## config.mk

```make
export PLATFORM = sky130hd
export DESIGN_NAME = purs_top
export DESIGN_NICKNAME = d
export VERILOG_FILES = /design/src/include/purs_pkg.sv /design/src/hw/purs_top.sv /design/src/hw/purs_sync.sv
export SDC_FILE = /design/constraint.sdc
export NUM_CORES = 1
export LEC_CHECK = 0
export BUFFER_PORTS_ARGS = -buffer_cell sky130_fd_sc_hd__buf_2
export CORE_MARGIN = 5
export CORE_UTILIZATION = 45
export CTS_CLUSTER_DIAMETER = 200
export CTS_CLUSTER_SIZE = 12
export DETAILED_ROUTE_END_ITERATION = 8
export GPL_ROUTABILITY_DRIVEN = 0
export HOLD_SLACK_MARGIN = 0.15
export PLACE_DENSITY_LB_ADDON = 0.1
export SLEW_MARGIN = 10
export SYNTH_ARGS = -nofsm -noshare
export SYNTH_HDL_FRONTEND = slang
export SYNTH_SLANG_ARGS = --single-unit
```

## constraint.sdc

```tcl
create_clock -name clk -period 1.7 [get_ports clk]
set_input_delay 0.17 -clock clk [delete_from_list [all_inputs] [get_ports clk]]
set_output_delay 0.17 -clock clk [all_outputs]
set_load 0.005 [all_outputs]
```

## src/include/purs_pkg.sv

```systemverilog
// Purpose: Shared constants and types for the power-up reset sequencer
// Assumes: Single 25 MHz clock, synchronous active-low reset
// Notes:   Times are given in their own unit, cycle counts derived here
package purs_pkg;

  // Clock rate
  localparam int unsigned CLK_MHZ       = 25;

  // Brownout threshold levels, lowest first
  localparam int unsigned BOR_LVL_W     = 2;
  localparam int unsigned BOR_LVL_NUM   = 4;
  localparam logic [1:0]  LOWEST_BROWNOUT_LEVEL = 2'h0;

  // Boot reset hold time after the lowest brownout release
  localparam int unsigned BOOT_HOLD_NS  = 2000;
  localparam int unsigned BOOT_CYC      = (BOOT_HOLD_NS * CLK_MHZ + 999) / 1000;

  // Software-requested system or processor reset pulse width
  localparam int unsigned SWRST_NS      = 1000;
  localparam int unsigned SWRST_CYC     = (SWRST_NS * CLK_MHZ + 999) / 1000;

  // Pulse timer width and its reload values
  localparam int unsigned TMR_W         = 8;
  localparam logic [7:0]  BOOT_LOAD     = 8'(BOOT_CYC - 1);
  localparam logic [7:0]  SWRST_LOAD    = 8'(SWRST_CYC - 1);
  localparam logic [7:0]  TMR_ZERO      = 8'h00;

  // Fixed middle clock: 4 MHz out of 25 MHz by a fractional accumulator
  localparam int unsigned MID_MHZ       = 4;
  localparam int unsigned ACC_W         = 5;
  localparam logic [4:0]  MID_STEP      = 5'(MID_MHZ);
  localparam logic [4:0]  MID_MOD       = 5'(CLK_MHZ);
  localparam logic [4:0]  ACC_ZERO      = 5'h00;

  // Low-power domain clock: main clock divided by this ratio
  localparam int unsigned LP_DIV        = 2;
  localparam logic [3:0]  LP_LAST       = 4'(LP_DIV - 1);
  localparam logic [3:0]  LP_ZERO       = 4'h0;

  // Sequencer states
  typedef enum logic [1:0] {
    ST_POR,
    ST_BOR,
    ST_BOOT,
    ST_RUN
  } purs_state_t;

  // Kind of the running software reset pulse
  typedef enum logic [1:0] {
    PK_NONE,
    PK_SYS,
    PK_CPU
  } purs_pulse_t;

endpackage

```

## src/hw/purs_top.sv

```systemverilog
// Purpose: Power-up, brownout and nested reset sequencing with clock enables
// Assumes: Detector comparator outputs arrive asynchronously on pins
// Notes:   Software level writes come as a plain strobe and data pair
`timescale 1ns/1ps
// Contract
// Power-on release starts bandgap and brownout detector
// Lowest brownout release continues boot, starts POWER_MANAGEMENT_UNIT
// Four brownout levels, numbered upward
// Every startup uses lowest brownout level
// After boot software may raise level
// Five nested reset levels
// Real-time clock reset by boot, brownout, power-on
// Fixed 4 MHz clock enable, synchronous
// Low-power domain clock derived from main clock
// Raised level fall: interrupt, back to lowest
module purs_top
  import purs_pkg::*;
(
  // Clock and reset
  input  wire logic                 clk,
  input  wire logic                 rst_n,
  // Supply detector pins
  input  wire logic                 por_ok_pin,
  input  wire logic                 bor_low_ok_pin,
  input  wire logic                 bor_sel_ok_pin,
  // Software controls
  input  wire logic                 level_wr,
  input  wire logic [BOR_LVL_W-1:0] level_din,
  input  wire logic                 boot_rst_req,
  input  wire logic                 sys_rst_req,
  input  wire logic                 cpu_rst_req,
  // Analog enables
  output logic                      bandgap_en,
  output logic                      brownout_det_en,
  output logic                      power_management_unit_en,
  output logic [BOR_LVL_W-1:0]      bor_level,
  // Reset levels
  output logic                      por_reset,
  output logic                      bor_reset,
  output logic                      boot_level_reset,
  output logic                      system_level_reset,
  output logic                      processor_level_reset,
  output logic                      rtc_reset,
  // Status and events
  output logic                      boot_done,
  output logic                      bor_irq,
  // Clock enables
  output logic                      fixed_middle_clock_en,
  output logic                      low_power_domain_clock_en
);

  logic                 por_ok;
  logic                 bor_low_ok;
  logic                 bor_sel_ok;
  purs_state_t          st_q;
  purs_state_t          st_d;
  logic [TMR_W-1:0]     boot_cnt_q;
  purs_pulse_t          pk_q;
  logic [TMR_W-1:0]     pk_cnt_q;
  logic [BOR_LVL_W-1:0] lvl_q;
  logic                 bor_irq_q;
  logic                 raised_fall;
  logic [ACC_W-1:0]     acc_q;
  logic [ACC_W:0]       acc_sum;
  logic                 mid_en_q;
  logic [3:0]           lp_cnt_q;
  logic                 lp_en_q;

  // Detector pin synchronisers
  purs_sync u_sync_por (
    .clk     (clk),
    .rst_n   (rst_n),
    .pin_in  (por_ok_pin),
    .level_q (por_ok)
  );
  purs_sync u_sync_lowest_brownout_level (
    .clk     (clk),
    .rst_n   (rst_n),
    .pin_in  (bor_low_ok_pin),
    .level_q (bor_low_ok)
  );
  purs_sync u_sync_bsel (
    .clk     (clk),
    .rst_n   (rst_n),
    .pin_in  (bor_sel_ok_pin),
    .level_q (bor_sel_ok)
  );

  // Fall below a raised threshold while running
  assign raised_fall = (st_q == ST_RUN) && (lvl_q != LOWEST_BROWNOUT_LEVEL)
                       && !bor_sel_ok;

  // Sequencer next state
  always_comb begin
    st_d = st_q;
    case (st_q)
      ST_POR:  if (por_ok) st_d = ST_BOR;
      ST_BOR:  if (bor_low_ok) st_d = ST_BOOT;
      ST_BOOT: if (boot_cnt_q == TMR_ZERO) st_d = ST_RUN;
      ST_RUN:  if (boot_rst_req) st_d = ST_BOOT;
      default: st_d = ST_POR;
    endcase
    if (st_q != ST_POR && !bor_low_ok) st_d = ST_BOR;
    if (!por_ok) st_d = ST_POR;
  end

  // Sequencer state
  always_ff @(posedge clk) begin
    if (!rst_n) st_q <= ST_POR;
    else        st_q <= st_d;
  end

  // Boot reset hold timer, reloaded on every entry to boot
  always_ff @(posedge clk) begin
    if (!rst_n) begin
      boot_cnt_q <= BOOT_LOAD;
    end else if (st_d == ST_BOOT && st_q != ST_BOOT) begin
      boot_cnt_q <= BOOT_LOAD;
    end else if (st_q == ST_BOOT && boot_cnt_q != TMR_ZERO) begin
      boot_cnt_q <= boot_cnt_q - 8'h01;
    end
  end

  // Software system or processor reset pulse; system wins
  always_ff @(posedge clk) begin
    if (!rst_n || st_q != ST_RUN) begin
      pk_q     <= PK_NONE;
      pk_cnt_q <= TMR_ZERO;
    end else if (sys_rst_req) begin
      pk_q     <= PK_SYS;
      pk_cnt_q <= SWRST_LOAD;
    end else if (cpu_rst_req && pk_q != PK_SYS) begin
      pk_q     <= PK_CPU;
      pk_cnt_q <= SWRST_LOAD;
    end else if (pk_cnt_q != TMR_ZERO) begin
      pk_cnt_q <= pk_cnt_q - 8'h01;
    end else begin
      pk_q     <= PK_NONE;
    end
  end

  // Brownout level: lowest at every startup, writable after boot
  // Cleared on the edge that leaves run, so no raised level leaks into a restart
  always_ff @(posedge clk) begin
    if (!rst_n || st_q != ST_RUN || st_d != ST_RUN) begin
      lvl_q <= LOWEST_BROWNOUT_LEVEL;
    end else if (raised_fall) begin
      lvl_q <= LOWEST_BROWNOUT_LEVEL;
    end else if (level_wr) begin
      lvl_q <= level_din;
    end
  end

  // One-cycle interrupt on a raised-level fall
  always_ff @(posedge clk) begin
    if (!rst_n) bor_irq_q <= 1'b0;
    else        bor_irq_q <= raised_fall;
  end

  // Fixed middle clock enable, 4 of every 25 main cycles
  assign acc_sum = {1'b0, acc_q} + {1'b0, MID_STEP};
  always_ff @(posedge clk) begin
    if (!rst_n) begin
      acc_q    <= ACC_ZERO;
      mid_en_q <= 1'b0;
    end else if (acc_sum >= {1'b0, MID_MOD}) begin
      acc_q    <= acc_sum[ACC_W-1:0] - MID_MOD;
      mid_en_q <= 1'b1;
    end else begin
      acc_q    <= acc_sum[ACC_W-1:0];
      mid_en_q <= 1'b0;
    end
  end

  // Low-power domain clock enable divided from the main clock
  always_ff @(posedge clk) begin
    if (!rst_n) begin
      lp_cnt_q <= LP_ZERO;
      lp_en_q  <= 1'b0;
    end else begin
      lp_cnt_q <= (lp_cnt_q == LP_LAST) ? LP_ZERO : lp_cnt_q + 4'h1;
      lp_en_q  <= (lp_cnt_q == LP_LAST);
    end
  end

  // Analog enables follow the sequence
  assign bandgap_en               = (st_q != ST_POR);
  assign brownout_det_en          = (st_q != ST_POR);
  assign power_management_unit_en = (st_q == ST_BOOT) || (st_q == ST_RUN);
  assign bor_level                = lvl_q;

  // Nested reset levels; each includes every lower one
  assign por_reset             = (st_q == ST_POR);
  assign bor_reset             = por_reset || (st_q == ST_BOR);
  assign boot_level_reset      = bor_reset || (st_q == ST_BOOT);
  assign system_level_reset    = boot_level_reset || (pk_q == PK_SYS);
  assign processor_level_reset = system_level_reset || (pk_q == PK_CPU);
  assign rtc_reset             = boot_level_reset;

  // Status and enables out
  assign boot_done                 = (st_q == ST_RUN);
  assign bor_irq                   = bor_irq_q;
  assign fixed_middle_clock_en     = mid_en_q;
  assign low_power_domain_clock_en = lp_en_q;
endmodule

```

## src/hw/purs_sync.sv

```systemverilog
// Purpose: Three-stage synchroniser with agreement filter for one pin
// Assumes: Input is asynchronous to clk
// Notes:   Output changes only once stages two and three agree
`timescale 1ns/1ps
module purs_sync (
  // Clock and reset
  input  wire logic clk,
  input  wire logic rst_n,
  // Pin side
  input  wire logic pin_in,
  // Filtered level
  output logic      level_q
);

  logic s1_q;
  logic s2_q;
  logic s3_q;

  // Shift chain; first stage feeds only the second
  always_ff @(posedge clk) begin
    if (!rst_n) begin
      s1_q <= 1'b0;
      s2_q <= 1'b0;
      s3_q <= 1'b0;
    end else begin
      s1_q <= pin_in;
      s2_q <= s1_q;
      s3_q <= s2_q;
    end
  end

  // Accept a new level once two stages agree
  always_ff @(posedge clk) begin
    if (!rst_n) begin
      level_q <= 1'b0;
    end else if (s2_q == s3_q) begin
      level_q <= s3_q;
    end
  end

endmodule

```

# [Yosys cells after proc, flatten, opt, wreduce, memory -nomap -nowiden]
# Cells that the tools add are included.
[word_totals] mem_count=0 reg_bits=46 in_bits=11 romBits=0 latchBits=0 ram_bits=0 out_inout_bits=15 word_cells=89
[classes] n_mul=0 n_reduce_logical=28 n_eq_ne=16 magnitude_cmp=1 bitwise_logic=1 div=0 shift=0 mux=14 n_addsub=5
[ops] operator="2-to-1 mux 5 bit" n=4
[ops] operator="nonzero test 8 bit" n=2
[ops] operator="subtractor 8 x 1 -> 8 bit, second input constant" n=2
[ops] operator="2-to-1 mux 2 bit" n=7
[ops] operator="equality test 2 bit, second input constant" n=4
[ops] operator="zero test 8 bit" n=1
[ops] operator="inequality test 2 bit, second input constant" n=4
[ops] operator="case mux 2 bit (4 select lines)" n=1
[ops] operator="OR reduction 2 bit" n=4
[ops] operator="logical OR 1 bit" n=7
[ops] operator="adder 5 x 3 -> 6 bit, second input constant" n=1
[ops] operator="greater-or-equal comparator 6 x 5 -> 1 bit, second input constant" n=1
[ops] operator="logical AND 1 bit" n=6
[ops] operator="subtractor 5 bit, second input constant" n=1
[ops] operator="adder 4 x 1 -> 4 bit, second input constant" n=1
[ops] operator="equality test 2 x 1 -> 1 bit, second input constant" n=2
[ops] operator="equality test 4 x 1 -> 1 bit, second input constant" n=1
[ops] operator="nonzero test 2 bit" n=2
[ops] operator="equality test 1 bit" n=3
[ops] operator="zero test 1 bit" n=3
[ops] operator="inequality test 3 bit, second input constant" n=1
[ops] operator="nonzero test 3 bit" n=1
[ops] operator="OR reduction 3 bit" n=1
[ops] operator="zero test 2 bit" n=1
[ops] operator="other kinds (3)" n=4

# [Depth between registers and ports, before layout]
[depth] ltp_word=8 depth_mapped=8 depth_no_buf=7

# [Modules after synthesis]
# A second synthesis with hierarchy kept.
[unflattened] hier_cells=234 hier_area_um2=2109.5
[modules_own_cells] module="purs_top" area_each_um2=1760.4 cells_each=204 seq_area_each_um2=680.7 instances=1
[modules_own_cells] module="purs_sync" area_each_um2=116.4 cells_each=10 seq_area_each_um2=80.1 instances=3

# [Least setup slack after synthesis]
# Ideal clock, no wire load.
[synth_path] path_kind="register to register" startpoint="register pk_cnt_q[0]" endpoint="register pk_q[0]" arrival_time_ns=1.668 path_stages_with_launch=9 required_ns=1.583 slack_ns=-0.085 synth_period_minus_slack_ns=1.785 path_buffers=1 setup_time_ns=0.117 cell_sequence="dfxtp_1 > inv_1 > ha_1 > nand2b_4 > or3_1 > or4_1 > buf_2 > a31oi_1 > nor2_1"
[synth_between] elab_chain_cells=2
[synth_lines] element="from (decl)" line_no="purs_top.sv:59" rtl="logic [TMR_W-1:0] pk_cnt_q;"
[synth_lines] element="from (signal assigned)" line_no="purs_top.sv:136" rtl="pk_cnt_q <= pk_cnt_q - 8'h01;"
[synth_lines] element="nonzero test 8 bit" line_no="purs_top.sv:135" rtl="end else if (pk_cnt_q != TMR_ZERO) begin"
[synth_lines] element="inequality test 3 bit (no source line)"
[synth_lines] element="to (signal assigned)" line_no="purs_top.sv:130" rtl="pk_q <= PK_SYS;"
[synth_lines] element="to (signal assigned)" line_no="purs_top.sv:133" rtl="pk_q <= PK_CPU;"
[synth_lines] element="to (signal assigned)" line_no="purs_top.sv:138" rtl="pk_q <= PK_NONE;"
[synth_lines] element="to (decl)" line_no="purs_top.sv:58" rtl="purs_pulse_t pk_q;"
# Every way passes these cells.
# A chain may end at the register's enable or synchronous reset.

# [Final worst setup path]
# Same ends and word-level chain as after synthesis.

==> impl_metrics.yaml <==
route:
  drt-pass1-iter-count: 4
  finalWirelength_mm: 3.87
  wl_per_cell_microns: 11.3
  ant_nets: 0
  vias: 1645
  viasPerCell: 4.78
  drtIter0Drc: 41
  drc: 0
hold_path:
  hold_depth: 3
  hp-class: "in2reg"
  holdPathEnd: "pk_q[1]"
  min_from: "cpu_rst_req"
cts:
  clockBufferDepth: 2
  clk_pin_slew_worst_paths_ns: 0.09
  clk_latency_ns: 0.30
  cts_tree: "built"
  cts_max_level: 2
  root_buffer: "clkbuf_8"
  clock-sinks: 46
  cts_inserted_buffers: 5
die:
  core_sq_mm: 0.00432
  io_pins: 26
  start_util: 0.459
  die_x_microns: 76.4
  die_y_microns: 76.4
  die_area_sq_mm: 0.00584
  rows: 24
worst_setup_path:
  critPathArrivalTime_ns: 1.97
  cpMaxStageDelayCell: "or4_4"
  reg2regPathDepth: 8
  worstSetupPathType: "reg2reg"
  crit_cells: 8
  rrSetupSlack_ns: -0.08
  cp-start-kind: "flop"
  cp_num_buf_inv: 2
  reg2reg_from: "pk_cnt_q[0]"
  cp.required_ns: 1.89
  crit_family: "simple AND/OR/NAND/NOR gates"
  slowest_delay_ns: 0.44
  rr_endpoint: "pk_q[0]"
  crit_chain: "inv_2 > ha_4 > nand2b_4 > or3_4 > or4_4 > buf_6 > a31oi_4 > nor2_1"
  worstPathMaxFanout: 2
  end_kind: "flop"
global_routing:
  antenna_found_initial: 0
  grt_pass1_wl_mm: 6.91
  grt_overflow_total: 0
  grt_max_degree: 18
  track_usage: 0.143
  grt_pass1_vias: 1616
final_layout:
  diodes: 0
  post-route-util: 0.641
  drive_above_1_share: 0.387
  fillers: 372
  syn2layout_area_growth_pct: 39.6
  nets: 312
  instances_no_fill: 344
sta:
  finalHoldViolCount: 0
  relSlewSlack: 0.740
  tightest_slew_ns: 0.387
  post-route-period-util: 1.05
  setup_ws_ns: -0.0843
  period_needed_ns: 1.78
  drv_slew: 0
  setup_violations: 12
  grt_setup_unrepaired: "true"
  max_freq_mhz: 560
  skew_ns: 0.00539
logic_synthesis:
  synth_area_leaders: "dfxtp_1, ha_1, nor2_1"
  syn_nets: 245
  yosysMostFrequentCell: "dfxtp_1"
  avgSynthCellArea_sq_um: 8.86
  ys_types: 37
  synth_edf_count: 0
  synth-seq-area-share: 0.464
  synth_top_area_cell: "dfxtp_1"
  synthArstFlopShare: 0
  synth_top_area_share: 0.464
  synth_seq_cells: 46
  syn_inst: 224
  synth_common_cells: "dfxtp_1, nor2_1, nand2_1"
  synth.cell_area_sq_mm: 0.00199
  synthFlopType: "dfxtp_1"
  yosysWarnings: 0
pwr:
  ir_worst_vdd_mv: 0.782
  leakagePower_nw: 1.16
  powerDensity_mw_per_mm2: 769
run:
  cap_violations: 0
place:
  post-dp-hpwl_mm: 2.72
  port_buffers: 25
  dp.cells: 326
status:
  violations: "setup timing"
  status: "finished, violations left"
==> per-layer routing <==
metal / wire [microns] / track usage / vias to the layer above
li1: - / - / 877
met1: 1880 / 0.175 / 741
met2: 1810 / 0.235 / 23
met3: 129 / 0.0378 / 4
met4: 54 / 0.0577 / 0
met5: 0 / 0 / -
==> registers in the layout (all words and copies together) (netlist names), 2 cells and up <==
| name | flops |
|---|---|
| acc_q | 5 |
| boot_cnt_q | 8 |
| bor_level | 2 |
| lp_cnt_q | 4 |
| pk_cnt_q | 8 |
| pk_q | 2 |
| st_q | 2 |
==> cells in the final DEF (no fill, tap or decap), drive strengths merged, types with 3 or more instances in the layout <==
| cell type | synthesis | routed |
|---|---|---|
| clkbuf | 5 | 5 |
| nand2 | 23 | 23 |
| xnor2 | 5 | 5 |
| a21o | 3 | 3 |
| dlygate4sd3 | 0 | 7 |
| mux2i | 5 | 5 |
| ha | 10 | 10 |
| and2 | 10 | 10 |
| nor2 | 25 | 25 |
| a31oi | 3 | 3 |
| dfxtp | 46 | 46 |
| nand2b | 8 | 8 |
| or3 | 8 | 8 |
| inv | 16 | 18 |
| nor3 | 4 | 4 |
| a21oi | 13 | 13 |
| o21ai | 8 | 8 |
| nand3 | 4 | 4 |
| buf | 3 | 61 |
| xor2 | 7 | 7 |
==> cells by family after synthesis <==
family,count (synthesis),share of synthesized area
AOI/OAI and AO/OA,37,0.115
xor gates and xnor gates,12,0.0529
adders and majority gates,10,0.0630
buffers and inverters,24,0.0498
DFF,46,0.464
muxes,5,0.0252
and+or+nand+nor,90,0.231
==> area by class of cell <==
| cell class | count | area (sq um) | area share |
|---|---|---|---|
| clock inverters | 3 | 47.5 | 0.0171 |
| inverters | 16 | 60.1 | 0.0217 |
| flip-flops and latches | 46 | 930 | 0.335 |
| multi-input cells | 154 | 1120 | 0.404 |
| well taps | 52 | 65.1 | 0.0235 |
| repair buffers | 68 | 480 | 0.173 |
| clock buffers | 5 | 68.8 | 0.0248 |
==> worst max path at each step <==
stage	startpoint	endpoint
finish	pk_cnt_q[0]	pk_q[0]
global route	pk_cnt_q[0]	pk_cnt_q[0]
CTS	pk_cnt_q[0]	pk_cnt_q[0]
detailed placement	pk_cnt_q[0]	pk_cnt_q[0]
global placement	pk_cnt_q[0]	pk_cnt_q[0]
floorplan	pk_cnt_q[0]	pk_q[0]
==> repair_timing <==
action                                  4_1_cts  5_1_grt
endpoints found under the hold margin         7        0
hold buffers                                  7        0
gates resized for setup                      11       28
pin swaps                                     4       15
buffers inserted                              3        1
endpoints found under the setup margin       13       21
==> metrics by stage <==
stage	total power, W	setup slack, ns	setup TNS, ns	hold WS (ns)	cell area [sq um]
finish	0.00213	-0.0843	-0.621	0.181	2770
detailed placement	0.00131	-0.0766	-0.525	0.378	2420
global route	0.00224	-0.177	-1.69	0.165	2770
CTS	0.00215	-0.0815	-0.449	0.166	2660
floorplan	0.00125	-0.0517	-0.0837	0.249	2030
global placement	0.00130	-0.0642	-0.401	0.379	2420
==> power by group <==
part / switching, W / internal [W] / leakage, nW
logic: 0.0000816 / 0.0000927 / 0.728
registers: 0.0000221 / 0.00111 / 0.375
clock network: 0.000378 / 0.000448 / 0.0591
total: 0.000481 / 0.00165 / 1.16
==> worst min-delay path, stage by stage <==
cell	delay (ns)
buf_2	0.12
nor2_2	0.09
nor4_1	0.05
Power figures use the tool's default switching activity.
